`src/smla_pkg.sv`:
```
// shared constants, types and code table of the step input and alarm led block
package smla_pkg;

  // clock and timebase
  localparam longint CLK_HZ = 64'h0000_0000_0131_2D00; // 20 MHz
  localparam longint TICK_US = 64'h0000_0000_0000_03E8; // 1 ms led timebase
  localparam longint TICK_CYC = (TICK_US * CLK_HZ) / 64'h0000_0000_000F_4240;
  // non-latching alarm self-clear time, in seconds and in ticks
  localparam longint CLR_S = 64'h0000_0000_0000_001E; // 30 s
  localparam int CLR_TICKS = int'((CLR_S * 64'h0000_0000_000F_4240) / TICK_US);

  // flash timing in ticks (ms)
  localparam logic [10:0] FLASH_ON_T = 11'h0FA; // 250 ms
  localparam logic [10:0] FLASH_OFF_T = 11'h0FA; // 250 ms
  localparam logic [10:0] FLASH_GAP_T = 11'h3E8; // 1000 ms pause

  // alarm vector positions, lowest index has highest priority
  localparam int NUM_ALARMS = 15;
  localparam int A_OVERCUR = 0; // 51
  localparam int A_OPENWIND = 1; // 61
  localparam int A_OVERVOLT = 2; // 41
  localparam int A_RAIL = 3; // 32
  localparam int A_FLASHMEM = 4; // 72
  localparam int A_SERIAL = 5; // 71
  localparam int A_BACKUP = 6; // 43
  localparam int A_UNDERVOLT = 7; // 42
  localparam int A_OVERTEMP = 8; // 31
  localparam int A_ENCBAD = 9; // 62
  localparam int A_STALL = 10; // 11
  localparam int A_CWLIM = 11; // 22
  localparam int A_CCWLIM = 12; // 21
  localparam int A_CONFIG = 13; // 10
  localparam int A_MOVEDIS = 14; // 12
  localparam logic [14:0] LATCH_MASK = 15'h000F;
  localparam logic [14:0] ENC_MASK = 15'h0600;

  // register map
  localparam logic [7:0] REG_CTRL = 8'h00;
  localparam logic [7:0] REG_STATUS = 8'h04;
  localparam logic [7:0] REG_POS = 8'h08;
  localparam logic [7:0] REG_STATE = 8'h0C;
  localparam int CTRL_ENC_BIT = 0;
  localparam logic CTRL_RST = 1'h0;
  localparam logic [31:0] POS_RST = 32'h0000_0000;

  typedef enum logic [1:0] {
    LM_SOLID_G = 2'h0,
    LM_FLASH_G = 2'h1,
    LM_FLASH_R = 2'h2,
    LM_CODE = 2'h3
  } smla_led_mode_t;

  typedef struct packed {
    logic red;
    logic green;
  } smla_led_t;

  typedef struct packed {
    logic energize;
    logic step;
    logic dir;
  } smla_mtr_t;

  // red count in [5:3], green count in [2:0]
  function automatic logic [5:0] alarm_code(input logic [3:0] idx);
    logic [5:0] c;
    c = 6'h00;
    unique case (idx)
      4'h0: c = {3'h5, 3'h1};
      4'h1: c = {3'h6, 3'h1};
      4'h2: c = {3'h4, 3'h1};
      4'h3: c = {3'h3, 3'h2};
      4'h4: c = {3'h7, 3'h2};
      4'h5: c = {3'h7, 3'h1};
      4'h6: c = {3'h4, 3'h3};
      4'h7: c = {3'h4, 3'h2};
      4'h8: c = {3'h3, 3'h1};
      4'h9: c = {3'h6, 3'h2};
      4'hA: c = {3'h1, 3'h1};
      4'hB: c = {3'h2, 3'h2};
      4'hC: c = {3'h2, 3'h1};
      4'hD: c = {3'h1, 3'h0};
      4'hE: c = {3'h1, 3'h2};
      default: c = 6'h00;
    endcase
    return c;
  endfunction

endpackage

```
`src/smla_top.sv`:
```
// step and direction input, amplifier enable and alarm led control
//
// Contract
// - each step pulse moves motor one step in the direction level's sense
// - disable input removes winding current; logic runs, position is kept
// - unconnected disable input reads as enabled; motor energised normally
// - no alarm: solid green when disabled, flashing green when enabled
// - alarm code repeats: first digit red flashes, second digit green
// - config fault flashes red continuously, motor stays enabled
// - stall shows one red one green, only when an encoder is fitted
// - move while disabled 12, ccw limit 21, cw limit 22
// - overtemperature 31, internal rail out of range 32
// - overvoltage 41, undervoltage 42, flash backup fault 43
// - overcurrent 51, open winding 61, bad encoder 62 (encoder only)
// - serial fault 71, flash memory fault 72
// - rail, overvoltage, overcurrent, open winding de-energise and latch
// - non-latching alarm clears itself thirty seconds after fault goes; here one shared timer clears all thirty seconds after the last soft fault goes
// - closed disable pair means disabled, open pair means enabled
`timescale 1ns/1ps
module smla_top #(
  parameter int TICK_CYCLES = int'(smla_pkg::TICK_CYC)
) (
  input wire logic clk_in,
  input wire logic rst_b_in,
  input wire logic psel_in,
  input wire logic penable_in,
  input wire logic pwrite_in,
  input wire logic [7:0] paddr_in,
  input wire logic [31:0] pwdata_in,
  output logic [31:0] prdata_out,
  output logic pready_out,
  output logic pslverr_out,
  input wire logic step_in,
  input wire logic dir_in,
  input wire logic amp_dis_in,
  input wire logic [13:0] fault_in,
  output smla_pkg::smla_mtr_t mtr_out,
  output smla_pkg::smla_led_t led_out
);

  // pin synchronisers: stage one feeds stage two only
  logic [16:0] pin_s1_ff;
  logic [16:0] pin_s2_ff;
  logic step_d_ff;
  logic [1:0] warm_ff; // set once stage two holds real pin levels
  logic step_s, dir_s, dis_s;
  logic [13:0] cond_s;

  always_ff @(posedge clk_in) begin
    if (!rst_b_in) begin
      pin_s1_ff <= 17'h00000;
      pin_s2_ff <= 17'h00000;
      step_d_ff <= 1'h0;
      warm_ff <= 2'h0;
    end else begin
      pin_s1_ff <= {fault_in, amp_dis_in, dir_in, step_in};
      pin_s2_ff <= pin_s1_ff;
      step_d_ff <= pin_s2_ff[0];
      warm_ff <= {warm_ff[0], 1'h1};
    end
  end

  assign step_s = pin_s2_ff[0];
  assign dir_s = pin_s2_ff[1];
  assign dis_s = pin_s2_ff[2]; // high only with the pair closed
  assign cond_s = pin_s2_ff[16:3];

  // register and state storage
  logic ctrl_enc_ff;
  logic [31:0] pos_ff, nxt_pos;
  logic [14:0] alarm_ff, nxt_alarm;
  smla_pkg::smla_mtr_t mtr_ff;
  logic [14:0] tick_cnt_ff;
  logic tick_ff;
  logic [14:0] clr_cnt_ff, nxt_clr_cnt;
  logic pready_ff, pslverr_ff;
  logic [31:0] prdata_ff;

  // enable decision and step edge
  logic step_rise, latched_any, energized, do_step;

  assign step_rise = step_s && !step_d_ff;
  assign latched_any = |(alarm_ff & smla_pkg::LATCH_MASK);
  // open pair (input low, incl. unconnected) keeps amplifiers on
  // stage reset value reads as open, so wait until real levels are through
  assign energized = warm_ff[1] && !dis_s && !latched_any;
  assign do_step = step_rise && energized;

  // position keeps counting only while energised
  assign nxt_pos = !do_step ? pos_ff :
                   dir_s ? pos_ff + 32'h0000_0001 :
                   pos_ff - 32'h0000_0001;

  // apb decode
  logic apb_acc, apb_hit, wr_go;
  logic wr_ctrl, wr_status;
  logic [31:0] rd_mux;

  assign apb_acc = psel_in && penable_in;
  assign apb_hit = (paddr_in == smla_pkg::REG_CTRL) ||
                   (paddr_in == smla_pkg::REG_STATUS) ||
                   (paddr_in == smla_pkg::REG_POS) ||
                   (paddr_in == smla_pkg::REG_STATE);
  assign wr_go = apb_acc && pready_ff && pwrite_in;
  assign wr_ctrl = wr_go && (paddr_in == smla_pkg::REG_CTRL);
  assign wr_status = wr_go && (paddr_in == smla_pkg::REG_STATUS);
  assign rd_mux =
    (paddr_in == smla_pkg::REG_CTRL) ? {31'h0000_0000, ctrl_enc_ff} :
    (paddr_in == smla_pkg::REG_STATUS) ? {17'h00000, alarm_ff} :
    (paddr_in == smla_pkg::REG_POS) ? pos_ff :
    (paddr_in == smla_pkg::REG_STATE) ?
      {29'h0000_0000, latched_any, energized, dis_s} :
    32'h0000_0000;

  // alarm sources; encoder alarms need an encoder fitted
  logic [13:0] enc_gate;
  logic [14:0] raw_set, sw_clr, auto_clr;
  logic soft_active, clr_fire;

  assign enc_gate = ctrl_enc_ff ? 14'h3FFF :
                    ~smla_pkg::ENC_MASK[13:0];
  // pins map 1:1 to codes ..move alarm comes from the step logic
  assign raw_set = {step_rise && !energized, cond_s & enc_gate};
  // latched alarms are immune to software clear
  assign sw_clr = wr_status ?
                  pwdata_in[14:0] & ~smla_pkg::LATCH_MASK : 15'h0000;
  assign soft_active = |(raw_set & ~smla_pkg::LATCH_MASK);
  assign clr_fire = tick_ff && (clr_cnt_ff == 15'h0001);
  assign auto_clr = clr_fire ? ~smla_pkg::LATCH_MASK : 15'h0000;
  // a new event wins over any clear in the same cycle
  assign nxt_alarm = raw_set | (alarm_ff & ~(sw_clr | auto_clr));

  // one shared hold-off timer: restarts while any soft fault persists
  assign nxt_clr_cnt =
    soft_active ? 15'(smla_pkg::CLR_TICKS) :
    (tick_ff && clr_cnt_ff != 15'h0000) ? clr_cnt_ff - 15'h0001 :
    clr_cnt_ff;

  // highest priority alarm and led mode
  function automatic logic [3:0] top_alarm(input logic [14:0] v);
    logic [3:0] idx;
    idx = 4'hF;
    for (int i = smla_pkg::NUM_ALARMS - 1; i >= 0; i--) begin
      if (v[i]) begin
        idx = 4'(i);
      end
    end
    return idx;
  endfunction

  logic [3:0] top_idx;
  logic [5:0] top_code;
  smla_pkg::smla_led_mode_t led_mode;

  assign top_idx = top_alarm(alarm_ff);
  assign top_code = smla_pkg::alarm_code(top_idx);
  assign led_mode =
    (alarm_ff == 15'h0000) ?
      (energized ? smla_pkg::LM_FLASH_G : smla_pkg::LM_SOLID_G) :
    (top_idx == 4'(smla_pkg::A_CONFIG)) ? smla_pkg::LM_FLASH_R :
    smla_pkg::LM_CODE;

  // millisecond tick divider
  always_ff @(posedge clk_in) begin
    if (!rst_b_in) begin
      tick_cnt_ff <= 15'h0000;
      tick_ff <= 1'h0;
    end else begin
      tick_ff <= (tick_cnt_ff == 15'(TICK_CYCLES - 1));
      tick_cnt_ff <= (tick_cnt_ff == 15'(TICK_CYCLES - 1)) ?
                     15'h0000 : tick_cnt_ff + 15'h0001;
    end
  end

  // motor command, position and alarms
  always_ff @(posedge clk_in) begin
    if (!rst_b_in) begin
      pos_ff <= smla_pkg::POS_RST;
      alarm_ff <= 15'h0000;
      clr_cnt_ff <= 15'h0000;
      mtr_ff <= '0;
    end else begin
      pos_ff <= nxt_pos;
      alarm_ff <= nxt_alarm;
      clr_cnt_ff <= nxt_clr_cnt;
      mtr_ff.energize <= energized;
      mtr_ff.step <= do_step;
      mtr_ff.dir <= dir_s;
    end
  end

  // apb slave: answers one cycle into the access phase
  always_ff @(posedge clk_in) begin
    if (!rst_b_in) begin
      pready_ff <= 1'h0;
      pslverr_ff <= 1'h0;
      prdata_ff <= 32'h0000_0000;
      ctrl_enc_ff <= smla_pkg::CTRL_RST;
    end else begin
      pready_ff <= apb_acc && !pready_ff;
      pslverr_ff <= apb_acc && !pready_ff && !apb_hit;
      prdata_ff <= (apb_acc && !pready_ff && !pwrite_in) ?
                   rd_mux : 32'h0000_0000;
      if (wr_ctrl) begin
        ctrl_enc_ff <= pwdata_in[smla_pkg::CTRL_ENC_BIT];
      end
    end
  end

  assign prdata_out = prdata_ff;
  assign pready_out = pready_ff;
  assign pslverr_out = pslverr_ff;
  assign mtr_out = mtr_ff;

  smla_led_seq u_led_seq (
    .clk_in(clk_in),
    .rst_b_in(rst_b_in),
    .tick_in(tick_ff),
    .mode_in(led_mode),
    .red_n_in(top_code[5:3]),
    .grn_n_in(top_code[2:0]),
    .led_out(led_out)
  );
endmodule

```
`src/smla_led_seq.sv`:
```
// led flash sequencer: plays one code, flash pattern or solid green
`timescale 1ns/1ps
module smla_led_seq (
  input wire logic clk_in,
  input wire logic rst_b_in,
  input wire logic tick_in,
  input smla_pkg::smla_led_mode_t mode_in,
  input wire logic [2:0] red_n_in,
  input wire logic [2:0] grn_n_in,
  output smla_pkg::smla_led_t led_out
);

  typedef enum logic [2:0] {
    SQ_GAP = 3'h0,
    SQ_RED_ON = 3'h1,
    SQ_RED_OFF = 3'h2,
    SQ_GRN_ON = 3'h3,
    SQ_GRN_OFF = 3'h4
  } smla_seq_t;

  smla_seq_t state_ff, nxt_state;
  smla_pkg::smla_led_mode_t mode_ff, nxt_mode;
  logic [10:0] cnt_ff, nxt_cnt;
  logic [2:0] rem_ff, nxt_rem;
  logic [2:0] grn_ff, nxt_grn;
  smla_pkg::smla_led_t led_ff;
  logic step_w;
  logic code_w;

  assign step_w = tick_in && (cnt_ff == 11'h000);
  assign code_w = (mode_ff == smla_pkg::LM_CODE);

  // phase walk; mode is sampled only at the gap so a code plays out whole
  always_comb begin
    nxt_state = state_ff;
    nxt_mode = mode_ff;
    nxt_cnt = (tick_in && cnt_ff != 11'h000) ? cnt_ff - 11'h001 : cnt_ff;
    nxt_rem = rem_ff;
    nxt_grn = grn_ff;
    if (step_w) begin
      unique case (state_ff)
        SQ_GAP: begin
          nxt_mode = mode_in;
          nxt_rem = red_n_in;
          nxt_grn = grn_n_in;
          nxt_cnt = smla_pkg::FLASH_ON_T;
          if (mode_in == smla_pkg::LM_CODE ||
              mode_in == smla_pkg::LM_FLASH_R) begin
            nxt_state = SQ_RED_ON;
          end else begin
            nxt_state = SQ_GRN_ON;
          end
        end
        SQ_RED_ON: begin
          nxt_state = SQ_RED_OFF;
          nxt_cnt = smla_pkg::FLASH_OFF_T;
        end
        SQ_RED_OFF: begin
          nxt_cnt = smla_pkg::FLASH_ON_T;
          if (!code_w) begin
            nxt_state = SQ_GAP; // flash modes repeat with no pause
            nxt_cnt = 11'h000;
          end else if (rem_ff > 3'h1) begin
            nxt_state = SQ_RED_ON;
            nxt_rem = rem_ff - 3'h1;
          end else if (grn_ff == 3'h0) begin
            nxt_state = SQ_GAP;
            nxt_cnt = smla_pkg::FLASH_GAP_T;
          end else begin
            nxt_state = SQ_GRN_ON;
            nxt_rem = grn_ff;
          end
        end
        SQ_GRN_ON: begin
          nxt_state = SQ_GRN_OFF;
          nxt_cnt = smla_pkg::FLASH_OFF_T;
        end
        SQ_GRN_OFF: begin
          nxt_cnt = 11'h000;
          nxt_state = SQ_GAP;
          if (code_w && rem_ff > 3'h1) begin
            nxt_state = SQ_GRN_ON;
            nxt_rem = rem_ff - 3'h1;
            nxt_cnt = smla_pkg::FLASH_ON_T;
          end else if (code_w) begin
            nxt_cnt = smla_pkg::FLASH_GAP_T;
          end
        end
        default: nxt_state = SQ_GAP;
      endcase
    end
  end

  // state registers
  always_ff @(posedge clk_in) begin
    if (!rst_b_in) begin
      state_ff <= SQ_GAP;
      mode_ff <= smla_pkg::LM_SOLID_G;
      cnt_ff <= 11'h000;
      rem_ff <= 3'h0;
      grn_ff <= 3'h0;
    end else begin
      state_ff <= nxt_state;
      mode_ff <= nxt_mode;
      cnt_ff <= nxt_cnt;
      rem_ff <= nxt_rem;
      grn_ff <= nxt_grn;
    end
  end

  // lamp drive; solid green ignores the flash phase
  always_ff @(posedge clk_in) begin
    if (!rst_b_in) begin
      led_ff <= '0;
    end else begin
      led_ff.red <= (nxt_state == SQ_RED_ON);
      led_ff.green <= (nxt_state == SQ_GRN_ON) ||
                      (nxt_mode == smla_pkg::LM_SOLID_G);
    end
  end

  assign led_out = led_ff;
endmodule

```
`config.mk`:
```
export PLATFORM = sky130hd
export DESIGN_NAME = smla_top
export DESIGN_NICKNAME = d
export VERILOG_FILES = /design/src/smla_pkg.sv /design/src/smla_top.sv /design/src/smla_led_seq.sv
export SDC_FILE = /design/constraint.sdc
export NUM_CORES = 1
export LEC_CHECK = 0
export ABC_AREA = 1
export BUFFER_PORTS_ARGS = -buffer_cell sky130_fd_sc_hd__buf_2
export CAP_MARGIN = 20
export CORE_ASPECT_RATIO = 1.1
export CORE_MARGIN = 3
export CORE_UTILIZATION = 59
export CTS_CLUSTER_DIAMETER = 120
export DETAILED_ROUTE_END_ITERATION = 16
export GPL_TIMING_DRIVEN = 0
export HOLD_SLACK_MARGIN = 0.12
export PLACE_DENSITY_LB_ADDON = 0.25
export SETUP_SLACK_MARGIN = 0.2
export SLEW_MARGIN = 0
export SYNTH_ARGS = -nofsm -noshare
export SYNTH_HDL_FRONTEND = slang
export SYNTH_SLANG_ARGS = --single-unit
```
`constraint.sdc`:
```
create_clock -name clk_in -period 3.4 [get_ports clk_in]
set_input_delay 0.51 -clock clk_in [delete_from_list [all_inputs] [get_ports clk_in]]
set_output_delay 0.51 -clock clk_in [all_outputs]
set_load 0.05 [all_outputs]
```
Word level (Yosys, flattened, before mapping)
Memory sizes are Yosys's and may differ from the RTL's.
Index checks and enable logic that the tools add are counted.
{"block": "totals", "regBits": 177, "latch_bits": 0, "mem_bits_rw": 0, "mem_bits_ro": 80, "input_bits": 62, "out_inout_bits": 39, "wordCells": 161, "n_memories": 1}
{"memory": "(name not given)", "words": 16, "word_bits": 5, "rd": 1, "rd_clocked_by_memory_dff": 0, "write_ports": 0, "line": "smla_pkg.sv:68", "text": "unique case (idx)"}
{"block": "op_classes", "addsub": 6, "mul": 0, "div": 0, "order_cmp": 1, "eq_ne": 18, "shifts": 0, "n_mux": 51, "bitwise": 7, "reduce_logical": 50}
{"operator": "$mux W15", "n": 5}
{"operator": "$mux W11", "n": 6}
{"operator": "$mux W32", "n": 2}
{"operator": "$mux W4", "n": 14}
{"operator": "$pmux W11 S3", "n": 1}
{"operator": "$add A32 B1 Y32 const B", "n": 1}
{"operator": "$sub A32 B1 Y32 const B", "n": 1}
{"operator": "$or A15 B15 Y15", "n": 2}
{"operator": "$mux W3", "n": 8}
{"operator": "$mux W10", "n": 2}
{"operator": "$logic_and A1 B1 Y1", "n": 18}
{"operator": "$eq A8 B4 Y1 const B", "n": 2}
{"operator": "$add A15 B1 Y15 const B", "n": 1}
{"operator": "$and A15 B15 Y15", "n": 1}
{"operator": "$eq A15 B1 Y1 const B", "n": 1}
{"operator": "$eq A15 B15 Y1 const B", "n": 1}
{"operator": "$logic_not A15 Y1", "n": 1}
{"operator": "$not A15 Y15", "n": 1}
{"operator": "$pmux W3 S5", "n": 1}
{"operator": "$reduce_bool A15 Y1", "n": 1}
{"operator": "$sub A15 B1 Y15 const B", "n": 1}
{"operator": "$and A14 B14 Y14", "n": 1}
{"operator": "$mux W2", "n": 6}
{"operator": "$reduce_or A12 Y1", "n": 1}
{"operator": "other kinds (29)", "n": 54}

Logic depth before layout (Yosys ltp)
{"block": "logic_depth", "ltp_word": 25, "ltp_mapped": 24, "ltp_nobuf": 24}

By module
A second synthesis with hierarchy kept.
{"block": "hier_totals", "cells_unflattened": 1357, "hier_area_um2": 9391.5}
{"mod": "smla_top", "n_inst": 1, "cells_per_inst": 1122, "area_each_um2": 7893.8, "seq_area_each_um2": 3062.9}
{"mod": "smla_led_seq", "n_inst": 1, "cells_per_inst": 235, "area_each_um2": 1497.7, "seq_area_each_um2": 480.5}

Worst setup path after synthesis
No wires, ideal clock.
{"block": "synth_timing", "kind": "reg-to-reg", "start": "reg pin_s2_ff[1]", "end": "reg pos_ff[22]", "setup_time_ns": 0.115, "arrival_ns": 2.427, "t_required_ns": 3.285, "path_slack_ns": 0.858, "stages_incl_launch_ff": 14, "n_path_buf": 0, "synth_period_minus_slack_ns": 2.542, "cell_sequence": "dfxtp_1 inv_1 ha_1 a21oi_1 o21ai_0 nand2_1 nand3_1 nand2_1 nand2_1 a21oi_1 o21bai_1 xor2_1 o21ai_0 inv_1"}
{"block": "synth_between", "elab_chain_cells": 1}
{"element": "from (decl)", "line": "smla_top.sv:43", "text": "logic [16:0] pin_s2_ff;"}
{"element": "from (signal assigned)", "line": "smla_top.sv:57", "text": "pin_s2_ff <= pin_s1_ff;"}
{"element": "$mux W32", "line": "smla_top.sv:91", "text": "dir_s ? pos_ff + 32'h0000_0001 :"}
{"element": "to (signal assigned)", "line": "smla_top.sv:178", "text": "pos_ff <= smla_pkg::POS_RST;"}
{"element": "to (signal assigned)", "line": "smla_top.sv:183", "text": "pos_ff <= nxt_pos;"}
{"element": "to (decl)", "line": "smla_top.sv:70", "text": "logic [31:0] pos_ff, nxt_pos;"}
Every way passes these cells.
A chain may end at the register's enable or synchronous reset.

Final worst setup path
{"block": "layout_timing", "start": "reg pin_s2_ff[1]", "end": "reg pos_ff[17]"}
Same word-level chain as after synthesis.

==> run summary <==
total negative setup slack = 0 ps
Finished Layout Cells = 1534
fin nets = 1433
initial antenna violation count = 0
H-tree depth = 4
largest area contributor in the netlist = dfxtp_1
mapped cell area = 8830 um2
Starting Density = 60.7%
final setup vio count = 0
Slew Limit Fails = 0
largest net degree at the start of global routing = 32
Synth async-reset ratio = 0%
clock power share = 41.1%
fill count = 1236
syn_area_per_cell = 7.21 um2
vias in the first global route = 7304
die height = 134 um
CP peak stage delay = 540 ps
# port buffers = 80
max_cap viols = 0
vias = 7937
I/O pin count = 101
crit end category = flip-flop
skew final = 7.56 ps
Clk pin slew, worst setup/hold paths = 70 ps
Clock Latency Late Sink = 440 ps
Placed Instances = 1498
Tcrit/Tclk final = 86.0%
first-pass GRT wire length = 33100 um
WL final = 19900 um
Synth Flop Type = dfxtp_1
Lkg Pwr = 0.00500 uW
area of the multi-input gates = 4320 um2
Final HPWL DP = 15200 um
post-synth top area share = 39.9%
via density per instance = 5.17
Tmin final = 2930 ps
Synthesis Warnings = 0
CTS tree = built
Post-synth EDFFs = 0
post-synthesis sequential area ratio = 39.9%
layout cells sized above 1 = 13.0%
Register Area = 3520 um2
Area Growth Syn to Fin = 14.0%
fmax = 342 MHz
cell mode on critical path = inv_1
hold_buf cts = 0
fin util = 69.1%
logic gate share of total power = 11.5%
Initial DRT Pass Iterations = 5
GRT Util Overall = 24.9%
critical path class = flip-flop to flip-flop
unrepaired setup endpoints after global routing = false
CP bufs+invs = 5
Hold WC Path Type = input pin to flip-flop
final routed DRC violation total = 0
routability cong. = 0.923
Top delay family on crit path = compound AO/OA/AOI/OAI gates
Worst Path Required = 3780 ps
slowest stage cell, crit path = dfxtp_1
Site Rows = 46
largest cells by area after synthesis = dfxtp_1 40%, inv_1 9.7%, nand2_1 9.2%
maximum VDD drop = 340 uV
Pwr Total = 4520 uW
Fin. Hold Viols = 0
Die ar. = 16500 um2
Seq cells post-synth = 176
CTS root buffer = clkbuf_16
Pint = 3270 uW
Net Sw Power = 1250 uW
Die Wd = 123 um
Flop pwr share = 47.4%
CTS Sinks = 176
clock buffer depth = 2
Sw Share = 27.6%
Slew headroom = 55.7%
n_diodes = 0
crit path max fanout = 8
pwr dens = 449 nW/um2
Synth Instances = 1226
Yosys cell types = 53
Worst-Margin Slew = 664 ps
Initial DRC Count = 539
core area = 14600 um2
grt ovf = 0
WP data arrival = 3310 ps
status = completed
CP startpoint kind = flip-flop
cells along the critical path = clkinvlp_4 > buf_4 > ha_1 > inv_1 > o21ai_2 > a21oi_1 > o21ai_0 > a21o_1 > inv_1 > o21ai_1 > a21oi_1 > o21ai_0 > o211ai_1 > inv_1
antenna violation net count after detailed routing = 0
total CTS buffers = 17
wire length per cell = 13.0 um
Syn Nets = 1330
==> synth_stat cells (7+ instances only) <==
cell / number
ha_1: 41
nand3_1: 62
nand2_2: 7
clkbuf_1: 12
nor3_2: 7
o22ai_1: 8
a21oi_1: 105
nor2_1: 125
o21ai_1: 10
buf_2: 7
o21ai_0: 72
nand4_1: 10
nand2_1: 216
nor3_1: 16
xnor2_1: 11
dfxtp_1: 176
xor2_1: 25
inv_1: 228
==> state kept, by name, indices dropped and copies added (netlist names), 2 cells and up <==
signal              flops
warm_ff                 2
tick_cnt_ff            15
alarm_ff               15
u_led_seq.grn_ff        2
u_led_seq.rem_ff        3
mtr_out                 3
clr_cnt_ff             15
u_led_seq.cnt_ff       11
pos_ff                 32
u_led_seq.mode_ff       2
prdata_out             32
pin_s2_ff              17
pin_s1_ff              17
u_led_seq.led_out       2
u_led_seq.state_ff      3
==> final cells by class <==
type                       instances  area share (%)
clock buffer                      18            4.36
multi-input combinational        791            42.9
clock inverter                    14            1.18
inverter                         236            8.84
sequential                       176            35.0
timing repair inverter             1          0.0746
timing repair buffer              83            4.20
buffer                            23            1.06
tap                              192            2.39
==> cell usage in the layout, fill, tap and decap left out, types with 4 or more instances in the layout <==
cell type  count
nand4_1       10
nand3_1       62
dfxtp_1      176
nor2_2         4
buf_4          4
o211ai_1       4
o22ai_1        8
nor2_1       125
clkbuf_16     17
nor3_1        16
o32ai_1        4
nor3_2         7
o21bai_1       6
a21oi_1      105
a31oi_1        4
buf_2         87
ha_1          41
o21ai_0       72
a21o_1         5
nor4_1         4
nand2_1      216
or2_2          5
inv_1        227
clkbuf_1      12
nor2_4         4
xor2_1        25
nand2_2        7
xnor2_1       11
inv_2          6
o21ai_1       10
inv_6          7
==> through the flow <==
step / area (um2) / hold slack (ps) / setup WS (ps)
after detailed placement: 9480 / 400 / 218
after floorplan: 8830 / 390 / 858
final: 10100 / 252 / 475
after global routing: 10100 / 251 / 205
after CTS: 10000 / 239 / 207
after global placement: 9480 / 392 / 252
==> worst min-delay path, stage by stage <==
cell and delay [ps]:
buf_2 70, nand2_1 40, inv_1 40
==> power by group through the flow <==
stage               sequential (uW)  clock [uW]  combinational (uW)
global route                   2140        1980                 587
detailed placement             2180           0                 507
global placement               2180           0                 498
finish                         2140        1860                 522
floorplan                      2190           0                 374
CTS                            2140        1880                 512
==> metal layers <==
layer  share of wire (%)  track usage, %  up-vias
li1                    -               -     4125
met1                  44            31.3     3560
met2                  48            42.4      211
met3                 4.9            4.72       41
met4                 2.3            9.02        0
met5                   0               0        -
==> timing repair <==
action	CTS	global route
gates cloned	0	1
resized for setup	1	1
setup endpoints to repair	1	14
setup buffers	0	3
==> worst paths after layout <==
kind,to,slack [ps],from,cells after the start
setup / recovery,pos_ff[17],470,pin_s2_ff[1],14
hold / removal,pin_s1_ff[3],250,fault_in[0],3
setup reg to reg,pos_ff[17],470,pin_s2_ff[1],14
hold reg to reg,pin_s2_ff[12],410,pin_s1_ff[12],2
==> logic make-up after synthesis <==
| group | count (synthesis) | synth area share (%) |
|---|---|---|
| AO/OA/AOI/OAI | 235 | 15.0 |
| XOR/XNOR | 36 | 3.57 |
| adder cells (fa/ha/maj) | 42 | 6.03 |
| buffers and inverters | 259 | 11.2 |
| flip-flops | 176 | 39.9 |
| AND/OR/NAND/NOR | 478 | 24.3 |
Power figures use the tool's default switching activity.
